===== src/shared/tcs_regs.vh =====
// register offsets, field positions and the status reset value of the transfer controller
`ifndef TCS_REGS_VH
`define TCS_REGS_VH
`define TCS_CH0_BC_LO      8'h26
`define TCS_CH0_BC_HI      8'h27
`define TCS_CH1_MA_LO      8'h28
`define TCS_CH1_MA_MID     8'h29
`define TCS_CH1_MA_HI      8'h2A
`define TCS_CH1_IO_LO      8'h2B
`define TCS_CH1_IO_HI      8'h2C
`define TCS_CH1_BC_LO      8'h2E
`define TCS_CH1_BC_HI      8'h2F
`define TCS_STATUS         8'h30
`define TCS_BIT_CH1_EN     7
`define TCS_BIT_CH0_EN     6
`define TCS_BIT_CH1_GUARD  5
`define TCS_BIT_CH0_GUARD  4
`define TCS_BIT_CH1_IRQ_EN 3
`define TCS_BIT_CH0_IRQ_EN 2
`define TCS_BIT_MASTER_EN  0
`define TCS_STATUS_RESET   8'h30
`endif


===== src/rtl/tcs_transfer_controller.v =====
// count, address, enable and status registers of the two-channel transfer controller
`timescale 1ns/1ps
`default_nettype none
`include "tcs_regs.vh"

module tcs_transfer_controller #(
   parameter COUNT_W = 16,
   parameter MADDR_W = 20,
   parameter IOADDR_W = 16
) (
   input  wire                clk,          // system clock
   input  wire                sys_rst,      // async reset, active high
   input  wire [7:0]          io_addr,      // cpu io address, low byte
   input  wire [7:0]          io_wdata,     // cpu write data
   input  wire                io_wr,        // one-cycle write strobe
   input  wire                io_rd,        // read select
   output reg  [7:0]          io_rdata,     // read data, registered
   output wire                io_hit,       // address belongs to this block
   input  wire                nmi_pulse,    // non-maskable interrupt event
   input  wire [1:0]          chan_req,     // per-channel request from engine
   output wire [1:0]          chan_grant,   // one-hot grant, channel 0 first
   input  wire                byte_done,    // one byte moved on granted channel
   input  wire                ch1_mem_step, // channel 1 memory address steps
   input  wire                ch1_mem_down, // 1 decrement, 0 increment
   output wire [1:0]          chan_active,  // channel may transfer
   output wire [COUNT_W-1:0]  ch0_count,    // channel 0 bytes left
   output wire [COUNT_W-1:0]  ch1_count,    // channel 1 bytes left
   output wire [MADDR_W-1:0]  ch1_mem_addr, // channel 1 memory address
   output wire [IOADDR_W-1:0] ch1_io_addr,  // channel 1 io address
   output wire                irq           // termination interrupt request
);

   reg [COUNT_W-1:0]  ch0_count_reg;
   reg [COUNT_W-1:0]  ch1_count_reg;
   reg [MADDR_W-1:0]  ch1_maddr_reg;
   reg [IOADDR_W-1:0] ch1_ioaddr_reg;
   wire [1:0]         chan_en;
   reg [1:0]          irq_en_reg;
   reg                master_en_reg;
   reg [7:0]          rdata_next;

   wire       st_wr = io_wr && (io_addr == `TCS_STATUS);
   wire [1:0] wr_permit;
   wire [1:0] count_end;
   wire [7:0] status_val;
   wire [1:0] end_irq;
   reg        hit_next;

   // nmi comes from a pin; three stages keep metastability out of the enables
   reg        nmi_s1_reg;
   reg        nmi_s2_reg;
   reg        nmi_s3_reg;
   reg        nmi_level_reg;
   reg        nmi_level_next;
   wire       nmi_edge;

   // one write strobe per register byte
   wire       wr_ch0_bc_lo  = io_wr && (io_addr == `TCS_CH0_BC_LO);
   wire       wr_ch0_bc_hi  = io_wr && (io_addr == `TCS_CH0_BC_HI);
   wire       wr_ch1_ma_lo  = io_wr && (io_addr == `TCS_CH1_MA_LO);
   wire       wr_ch1_ma_mid = io_wr && (io_addr == `TCS_CH1_MA_MID);
   wire       wr_ch1_ma_hi  = io_wr && (io_addr == `TCS_CH1_MA_HI);
   wire       wr_ch1_io_lo  = io_wr && (io_addr == `TCS_CH1_IO_LO);
   wire       wr_ch1_io_hi  = io_wr && (io_addr == `TCS_CH1_IO_HI);
   wire       wr_ch1_bc_lo  = io_wr && (io_addr == `TCS_CH1_BC_LO);
   wire       wr_ch1_bc_hi  = io_wr && (io_addr == `TCS_CH1_BC_HI);

   // byte moves per channel and the unit step of each counter
   wire               ch0_move  = byte_done && chan_grant[0];
   wire               ch1_move  = byte_done && chan_grant[1];
   wire [COUNT_W-1:0] count_one = {{(COUNT_W-1){1'b0}}, 1'b1};
   wire [MADDR_W-1:0] maddr_one = {{(MADDR_W-1){1'b0}}, 1'b1};

   assign chan_active = chan_en & {2{master_en_reg}};
   wire [1:0] req_ok = chan_req & chan_active;
   assign chan_grant = req_ok[0] ? 2'b01 : {req_ok[1], 1'b0};
   assign end_irq = ~chan_en & irq_en_reg;
   assign irq = |end_irq;

   assign wr_permit[0] = st_wr && !io_wdata[`TCS_BIT_CH0_GUARD];
   assign wr_permit[1] = st_wr && !io_wdata[`TCS_BIT_CH1_GUARD];
   assign count_end[0] = byte_done && chan_grant[0] && (ch0_count_reg == {{(COUNT_W-1){1'b0}}, 1'b1});
   assign count_end[1] = byte_done && chan_grant[1] && (ch1_count_reg == {{(COUNT_W-1){1'b0}}, 1'b1});

   // guards store nothing and always read 1, bit 1 reads 0
   assign status_val[`TCS_BIT_CH1_EN]     = chan_en[1];
   assign status_val[`TCS_BIT_CH0_EN]     = chan_en[0];
   assign status_val[`TCS_BIT_CH1_GUARD]  = 1'b1;
   assign status_val[`TCS_BIT_CH0_GUARD]  = 1'b1;
   assign status_val[`TCS_BIT_CH1_IRQ_EN] = irq_en_reg[1];
   assign status_val[`TCS_BIT_CH0_IRQ_EN] = irq_en_reg[0];
   assign status_val[1]                   = 1'b0;
   assign status_val[`TCS_BIT_MASTER_EN]  = master_en_reg;

   // the hole between io address and ch1 count bytes is not decoded
   always @* begin
      hit_next = 1'b0;
      case (io_addr)
         `TCS_CH0_BC_LO,
         `TCS_CH0_BC_HI,
         `TCS_CH1_MA_LO,
         `TCS_CH1_MA_MID,
         `TCS_CH1_MA_HI,
         `TCS_CH1_IO_LO,
         `TCS_CH1_IO_HI,
         `TCS_CH1_BC_LO,
         `TCS_CH1_BC_HI,
         `TCS_STATUS:     hit_next = 1'b1;
         default:         hit_next = 1'b0;
      endcase
   end

   assign io_hit = hit_next;

   assign ch0_count    = ch0_count_reg;
   assign ch1_count    = ch1_count_reg;
   assign ch1_mem_addr = ch1_maddr_reg;
   assign ch1_io_addr  = ch1_ioaddr_reg;

   // enable bits, per channel
   genvar g;
   generate
      for (g = 0; g < 2; g = g + 1) begin : g_chan
         reg en_bit_reg;

         always @(posedge clk or posedge sys_rst) begin
            if (sys_rst) begin
               en_bit_reg <= 1'b0;
            end else if (count_end[g]) begin
               // hardware termination wins over a same-cycle write
               en_bit_reg <= 1'b0;
            end else if (wr_permit[g]) begin
               en_bit_reg <= io_wdata[`TCS_BIT_CH0_EN + g];
            end
         end

         assign chan_en[g] = en_bit_reg;
      end
   endgenerate

   // first stage feeds only the second; the pin must stay high two clocks
   always @(posedge clk or posedge sys_rst) begin
      if (sys_rst) begin
         nmi_s1_reg    <= 1'b0;
         nmi_s2_reg    <= 1'b0;
         nmi_s3_reg    <= 1'b0;
         nmi_level_reg <= 1'b0;
      end else begin
         nmi_s1_reg    <= nmi_pulse;
         nmi_s2_reg    <= nmi_s1_reg;
         nmi_s3_reg    <= nmi_s2_reg;
         nmi_level_reg <= nmi_level_next;
      end
   end

   // a level counts once the second and third stages agree
   always @* begin
      nmi_level_next = nmi_level_reg;
      if (nmi_s2_reg == nmi_s3_reg) begin
         nmi_level_next = nmi_s3_reg;
      end
   end

   // level resets low like the idle pin, so no false event follows reset
   assign nmi_edge = nmi_level_next && !nmi_level_reg;

   // irq enables follow any status write, guards do not apply to them
   always @(posedge clk or posedge sys_rst) begin
      if (sys_rst) begin
         irq_en_reg <= 2'b00;
      end else if (st_wr) begin
         irq_en_reg <= {io_wdata[`TCS_BIT_CH1_IRQ_EN], io_wdata[`TCS_BIT_CH0_IRQ_EN]};
      end
   end

   always @(posedge clk or posedge sys_rst) begin
      if (sys_rst) begin
         master_en_reg <= 1'b0;
      end else if ((wr_permit[0] && io_wdata[`TCS_BIT_CH0_EN]) ||
                   (wr_permit[1] && io_wdata[`TCS_BIT_CH1_EN])) begin
         // a set in the nmi cycle wins, so a restart is not lost
         master_en_reg <= 1'b1;
      end else if (nmi_edge) begin
         master_en_reg <= 1'b0;
      end
   end

   // byte-wide access, low byte at lowest address; byte move beats cpu write
   always @(posedge clk or posedge sys_rst) begin
      if (sys_rst) begin
         ch0_count_reg <= {COUNT_W{1'b0}};
      end else if (ch0_move) begin
         ch0_count_reg <= ch0_count_reg - count_one;
      end else if (wr_ch0_bc_lo) begin
         ch0_count_reg[7:0] <= io_wdata;
      end else if (wr_ch0_bc_hi) begin
         ch0_count_reg[COUNT_W-1:8] <= io_wdata[COUNT_W-9:0];
      end
   end

   always @(posedge clk or posedge sys_rst) begin
      if (sys_rst) begin
         ch1_count_reg <= {COUNT_W{1'b0}};
      end else if (ch1_move) begin
         ch1_count_reg <= ch1_count_reg - count_one;
      end else if (wr_ch1_bc_lo) begin
         ch1_count_reg[7:0] <= io_wdata;
      end else if (wr_ch1_bc_hi) begin
         ch1_count_reg[COUNT_W-1:8] <= io_wdata[COUNT_W-9:0];
      end
   end

   // a cpu write landing in a ch1 move cycle is dropped, the move has priority
   always @(posedge clk or posedge sys_rst) begin
      if (sys_rst) begin
         ch1_maddr_reg <= {MADDR_W{1'b0}};
      end else if (ch1_move) begin
         if (ch1_mem_step) begin
            ch1_maddr_reg <= ch1_mem_down ? ch1_maddr_reg - maddr_one
                                          : ch1_maddr_reg + maddr_one;
         end
      end else if (wr_ch1_ma_lo) begin
         ch1_maddr_reg[7:0] <= io_wdata;
      end else if (wr_ch1_ma_mid) begin
         ch1_maddr_reg[15:8] <= io_wdata;
      end else if (wr_ch1_ma_hi) begin
         ch1_maddr_reg[MADDR_W-1:16] <= io_wdata[MADDR_W-17:0];
      end
   end

   // the io address never steps; it only follows cpu writes
   always @(posedge clk or posedge sys_rst) begin
      if (sys_rst) begin
         ch1_ioaddr_reg <= {IOADDR_W{1'b0}};
      end else if (!ch1_move && wr_ch1_io_lo) begin
         ch1_ioaddr_reg[7:0] <= io_wdata;
      end else if (!ch1_move && wr_ch1_io_hi) begin
         ch1_ioaddr_reg[IOADDR_W-1:8] <= io_wdata[IOADDR_W-9:0];
      end
   end

   // read mux; upper address bits above the field read as zero
   always @* begin
      rdata_next = 8'h00;
      case (io_addr)
         `TCS_CH0_BC_LO:  rdata_next = ch0_count_reg[7:0];
         `TCS_CH0_BC_HI:  rdata_next = ch0_count_reg[15:8];
         `TCS_CH1_MA_LO:  rdata_next = ch1_maddr_reg[7:0];
         `TCS_CH1_MA_MID: rdata_next = ch1_maddr_reg[15:8];
         `TCS_CH1_MA_HI:  rdata_next = {4'h0, ch1_maddr_reg[19:16]};
         `TCS_CH1_IO_LO:  rdata_next = ch1_ioaddr_reg[7:0];
         `TCS_CH1_IO_HI:  rdata_next = ch1_ioaddr_reg[15:8];
         `TCS_CH1_BC_LO:  rdata_next = ch1_count_reg[7:0];
         `TCS_CH1_BC_HI:  rdata_next = ch1_count_reg[15:8];
         `TCS_STATUS:     rdata_next = status_val;
         default:         rdata_next = 8'h00;
      endcase
   end

   always @(posedge clk or posedge sys_rst) begin
      if (sys_rst) begin
         io_rdata <= 8'h00;
      end else if (io_rd) begin
         io_rdata <= rdata_next;
      end
   end

endmodule
`default_nettype wire


===== config.mk =====
export PLATFORM = sky130hd
export DESIGN_NAME = tcs_transfer_controller
export DESIGN_NICKNAME = d
export VERILOG_FILES = /design/src/rtl/tcs_transfer_controller.v
export VERILOG_INCLUDE_DIRS = /design/src /design/src/shared
export SDC_FILE = /design/constraint.sdc
export NUM_CORES = 1
export LEC_CHECK = 0
export BUFFER_PORTS_ARGS = -buffer_cell sky130_fd_sc_hd__buf_2
export CORE_AREA = 2 2 111 113
export DETAILED_ROUTE_END_ITERATION = 7
export DIE_AREA = 0 0 113 115
export GPL_TIMING_DRIVEN = 0
export HOLD_SLACK_MARGIN = 0.08
export PLACE_DENSITY = 0.79
export REMOVE_ABC_BUFFERS = 1
export SLEW_MARGIN = 20
export SYNTH_ARGS = -nofsm -noshare
export SYNTH_HDL_FRONTEND = slang
export SYNTH_SLANG_ARGS = --single-unit

===== constraint.sdc =====
create_clock -name clk -period 3.5 [get_ports clk]
set_input_delay 0.7 -clock clk [delete_from_list [all_inputs] [get_ports clk]]
set_output_delay 0.7 -clock clk [all_outputs]
set_load 0.01 [all_outputs]

==> flow_summary_export.csv, run 1 <==
group,metric,value,unit
status,status,"finished with violations",
status,violations,"DRC",
final_layout,instances_no_fill,888,
clock_network,cts-buffers-inserted,9,
clock_network,cts_hold_buf,0,
detailed_routing,firstDrtPassIters,8,
place,io_buffer_count,107,
timing,slew_headroom,47.9,%
synth,ys_seq_area_share,37.1,%
detailed_routing,wl_per_cell,21.1,microns
place,place_ws,0.171,ns
synth,synthMuxAreaShare,6.99,%
synth,synth_area,5730,sq um
floorplan,dieArea,13000,sq um
floorplan,initial_utilization,48.5,%
synth,netlist_instances,644,
setup_path,cp_max_fo,20,
floorplan,ios,108,
worst_hold_path,holdCritPathClass,"reg2reg",
clock_network,htreeDepth,3,
synth,synth.area.top_cells,"dfrtp_1 37%, ha_1 4.8%, nand2_1 4.5%",
detailed_routing,first_iter_violations,742,
final_layout,n_antenna_cell,0,
clock_network,cts_setup_buffers,0,
synth,synth_compound_area_share,23.8,%
timing,slew_violations,0,
timing,worst_clock_skew,0.00790,ns
detailed_routing,dr_total_vias,5782,
place,dp.cells,872,
detailed_routing,antenna_left,0,
setup_path,critPathKind,"in2reg",
final_layout,largest_reg_flops,20,
synth,synthXorXnorAreaFrac,2.60,%
synth,syn_area_per_cell,8.89,sq um
place,place_hpwl,13800,microns
setup_path,required,3.69,ns
floorplan,core-area,11800,sq um
synth,ys_seq_elements,85,
synth,synth_warnings,0,
pwr,fin_total_pwr,2.59,mW
final_layout,finish.utilization,56.5,%
timing,worst_pin_slew,0.762,ns
global_routing,grt_pass1_vias,5401,
clock_network,clkLatencyLatePin,0.34,ns
synth,yosys.area_share.simple,20.3,%
timing,setup_tns,0,ns
synth,synth_common_cells,"85 x dfrtp_1, 69 x nand2_1, 53 x nor2_1",
synth,yosysMostFrequentCell,"dfrtp_1",
synth,synth_top_family_by_area,"compound AO/OA/AOI/OAI gates",
timing,post-route-period-util,84.0,%
synth,synth_adder_area_share,5.33,%
synth,synth_largest_area_cell,"dfrtp_1",
setup_path,critPathArrivalTime,3.13,ns
synth,synth_top_cell_area_share,37.1,%
place,gp_congestion,0.972,
synth,synthArstFlopShare,100,%
global_routing,grt_first_pass_wirelength,29600,microns
floorplan,die_h,115,microns
synth,yosysUniqueCellTypes,82,
synth,synth-edff-count,0,
timing,rsz0062_at_grt,"no",
final_layout,drive_above_1_share,24.2,%
clock_network,clk_pin_slew_worst_paths,0.06,ns
timing,final-hold-violation-count,0,
clock_network,cts-root-buf,"clkbuf_16",
synth,synth_top_flop_cell,"dfrtp_1",
clock_network,clock_sinks,85,
timing,max_freq,340,MHz
clock_network,cts_tree,"built",
detailed_routing,viasPerCell,6.51,
timing,fin_ws,0.561,ns
global_routing,grt-ovfl-total,0,
final_layout,multi_input_area,3390,sq um
floorplan,num_rows,40,
setup_path,critPathLaunchType,"input pin",
global_routing,grt_usage,29.2,%
clock_network,cts_resized,0,
detailed_routing,route.detailed.drc,8,
timing,fin_crit,2.94,ns
pwr,power_density,389,nW/um^2
pwr,power.leakage,3.13,nW
pwr,ir_drop,0.000351,V
global_routing,grt_max_degree,52,
final_layout,seq_area,2130,sq um
flow_run,maxCapViolations,0,
global_routing,antenna_found_initial,0,
final_layout,fill_cells,1089,
final_layout,nets,785,
setup_path,end_kind,"flop",
floorplan,die_w,113,microns
final_layout,area_growth,16.6,%
timing,setup_viol,0,
clock_network,cts_buffer_depth,2,
detailed_routing,drt_wl_total,18700,microns
routing by layer:
layer | routed length [microns] | track usage [%]
met1 | 7830 | 41.0
met2 | 8550 | 44.2
met3 | 1720 | 6.06
met4 | 618 | 12.4
met5 | 0 | 0
where the power goes:
group / internal [mW] / leakage, nW / total (mW) / switching, mW
Combinational: 0.195 / 1.86 / 0.500 / 0.305
Clock: 0.556 / 0.148 / 0.951 / 0.395
Sequential: 1.05 / 1.13 / 1.14 / 0.0964
area by class of cell:
type                       instances  area share [%]
clock buffer                      13            4.20
clock inverter                     3           0.262
inverter                          22            1.27
multi-input combinational        508            50.8
sequential                        85            31.9
tap                              147            2.75
timing repair buffer             110            8.81
through the flow:
step                hold slack, ns  instance area [sq um]
finish                       0.355                   6680
global route                 0.370                   6680
CTS                          0.358                   6680
detailed placement           0.345                   6380
global placement             0.334                   6310
floorplan                    0.331                   5590
path summary, 6_finish.rpt:
path | slack [ns] | end | depth (start not counted) | start
setup / recovery | 0.56 | ch1_mem_addr[17] | 9 | ch1_mem_down
hold / removal | 0.36 | nmi_s2_reg | 0 | nmi_s1_reg
setup reg to reg | 0.81 | ch1_mem_addr[12] | 5 | g_chan[1].en_bit_reg
hold reg to reg | 0.36 | nmi_s2_reg | 0 | nmi_s1_reg
max in group asynchronous | 2.49 | io_rdata[4] | 3 | sys_rst
min in group asynchronous | 0.38 | ch1_count[3] | 2 | sys_rst
critical path, cell delays in order:
cell,delay (ns)
buf_2,0.36
ha_1,0.37
a2111oi_0,0.42
o21ai_1,0.17
o32ai_2,0.35
o21bai_1,0.16
a31oi_1,0.24
xor2_1,0.21
o221ai_1,0.15
kinds of logic (layout without fill, tap and decap cells):
kind of cell | Yosys count | in the layout
muxes | 36 | 36
adders and majority gates | 24 | 24
AOI/OAI and AO/OA | 203 | 203
and+or+nand+nor | 228 | 228
DFF | 85 | 85
buffers and inverters | 51 | 148
xor gates and xnor gates | 17 | 17
cell usage in the layout (no fill, tap or decap), types with 11 or more instances in the layout:
cell type	instances
buf_2	108
a21oi_1	50
dfrtp_1	85
inv_1	20
nand2_1	69
ha_1	22
nor3_1	16
a31oi_1	11
mux2_2	18
o21ai_0	44
o21ai_1	11
nand3_1	20
nor2_1	53
Note: power is estimated with default switching activity, not from simulation.
==> run 2, diff against run 1 <==
- PLACE_DENSITY: 0.79 -> 0.82
- clock period: 3.5 -> 2.62 ns (I/O delays scaled with it)
==> flow_summary_export.csv, run 2 (synthesized netlist as in run 1, its figures left out) <==
group,metric,value,unit
floorplan,core-area,11800,sq um
final_layout,final_cell_mix,"107 x buf_2, 84 x dfrtp_1, 69 x nand2_1, 53 x nor2_1, 50 x a21oi_1",
floorplan,dieArea,13000,sq um
setup_path,end_kind,"flop",
setup_path,r2r-end,"ch1_mem_addr[9]",
place,io_buffer_count,107,
final_layout,finish.utilization,57.0,%
worst_hold_path,holdCritPathClass,"in2async",
setup_path,critPathKind,"reg2reg",
global_routing,grt_first_pass_wirelength,28400,microns
setup_path,r2r-start,"ch1_mem_addr[2]",
clock_network,clkLatencyLatePin,0.36,ns
place,gp_congestion,0.940,
setup_path,critPathLaunchType,"flop",
final_layout,final_common_cell,"buf_2",
pwr,power.leakage,3.14,nW
detailed_routing,first_iter_violations,736,
timing,slew_headroom,45.2,%
final_layout,nets,787,
clock_network,htreeDepth,3,
setup_path,required,2.87,ns
final_layout,n_antenna_cell,0,
clock_network,cts-root-buf,"clkbuf_16",
global_routing,grt_max_degree,58,
global_routing,grt-ovfl-total,0,
floorplan,initial_utilization,48.5,%
status,violations,"DRC",
floorplan,ios,108,
timing,setup_tns,0,ns
final_layout,drive_above_1_share,25.2,%
status,status,"finished with violations",
floorplan,die_w,113,microns
clock_network,clk_pin_slew_worst_paths,0.07,ns
clock_network,clock_sinks,85,
global_routing,grt_usage,28.1,%
detailed_routing,dr_total_vias,5767,
detailed_routing,antenna_left,0,
detailed_routing,viasPerCell,6.48,
final_layout,area_growth,17.6,%
timing,max_freq,396,MHz
timing,hold_ws,0.166,ns
clock_network,cts-buffers-inserted,9,
detailed_routing,drt_wl_total,18300,microns
detailed_routing,firstDrtPassIters,8,
clock_network,cts_buffer_depth,2,
timing,worst_pin_slew,0.802,ns
pwr,ir_drop,0.000499,V
floorplan,num_rows,40,
detailed_routing,wl_per_cell,20.6,microns
setup_path,r2r_slack,0.1,ns
timing,worst_clock_skew,0.0137,ns
clock_network,cts_hold_buf,0,
timing,post-route-period-util,96.3,%
place,place_hpwl,13200,microns
global_routing,grt_pass1_vias,5290,
detailed_routing,route.detailed.drc,17,
setup_path,r2r_cells,8,
timing,slew_violations,0,
setup_path,critPathArrivalTime,2.77,ns
floorplan,die_h,115,microns
pwr,power_density,524,nW/um^2
timing,fin_crit,2.52,ns
timing,setup_viol,0,
final_layout,largest_reg_flops,20,
setup_path,cp_max_fo,4,
global_routing,antenna_found_initial,0,
clock_network,cts_tree,"built",
timing,final-hold-violation-count,0,
flow_run,maxCapViolations,0,
[run 2: cell types whose count changed in the layout (fill, tap and decap cells not counted), moves of 2 or more]
cell | before | now
buf_4 | 0 | 2
clkbuf_8 | 4 | 0
clkinv_2 | 2 | 0
clkinv_4 | 0 | 2
ha_1 | 22 | 20
ha_2 | 0 | 2
inv_6 | 0 | 3
nor3_1 | 16 | 14
nor3_2 | 2 | 4
[run 2: worst max-delay path by stage]
stage                         startpoint               end  slack [ns]  depth (start not counted)
floorplan                        sys_rst      ch0_count[0]        -0.1                          1
global placement                 sys_rst       io_rdata[6]       -1.19                          2
detailed placement           chan_req[1]   ch1_mem_addr[9]       -0.48                          6
CTS                 g_chan[1].en_bit_reg  ch1_mem_addr[12]        0.04                          5
global route            ch1_mem_addr[10]  ch1_mem_addr[17]      -0.002                          8
finish                   ch1_mem_addr[2]   ch1_mem_addr[9]         0.1                          8
[run 2: power breakdown]
group          total, mW  internal, mW  switching, mW
logic              0.666         0.265          0.401
registers           1.53          1.40          0.129
clock network       1.34         0.753          0.583
total               3.53          2.41           1.11
[run 2: critical path, stage by stage, from the launching register on]
cell	delay, ns
dfrtp_1	0.42
ha_1	0.36
a21oi_2	0.24
a211oi_2	0.14
or4_1	0.51
a21oi_1	0.19
xor2_1	0.24
o21ai_1	0.08
mux2_2	0.26
[run 2: metrics by stage]
step,cells,cell area [sq um],power (mW),setup WS (ns)
floorplan,615,5590,1.91,-0.0975
global placement,869,6310,2.17,-1.19
detailed placement,872,6380,2.19,-0.483
CTS,888,6690,3.52,0.0388
global route,890,6730,3.67,-0.00180
finish,890,6730,3.53,0.0976
[run 2: what timing repair did]
item / 4_1_cts / 5_1_grt
resized for setup: 2 / 9
endpoints found under the setup margin: 21 / 10
gates cloned: 0 / 0
pin swaps: 0 / 2
buffers inserted: 0 / 2
[run 2: final cells by class]
class | instances | area (sq um)
clock buffers | 9 | 225
repair buffers | 112 | 609
inverters | 22 | 85.1
multi-input cells | 508 | 3420
fillers | 1073 | 5080
flip-flops and latches | 85 | 2130
clock inverters | 7 | 81.3
well taps | 147 | 184
[run 2: metal layers]
layer | up-vias | track usage, % | wire length [microns] | part of all wire (%)
li1 | 2604 | - | - | -
met1 | 2722 | 38.4 | 7460 | 41
met2 | 373 | 43.2 | 8190 | 45
met3 | 68 | 7.43 | 1980 | 11
met4 | 0 | 10.4 | 680 | 3.7
met5 | - | 0 | 0 | 0
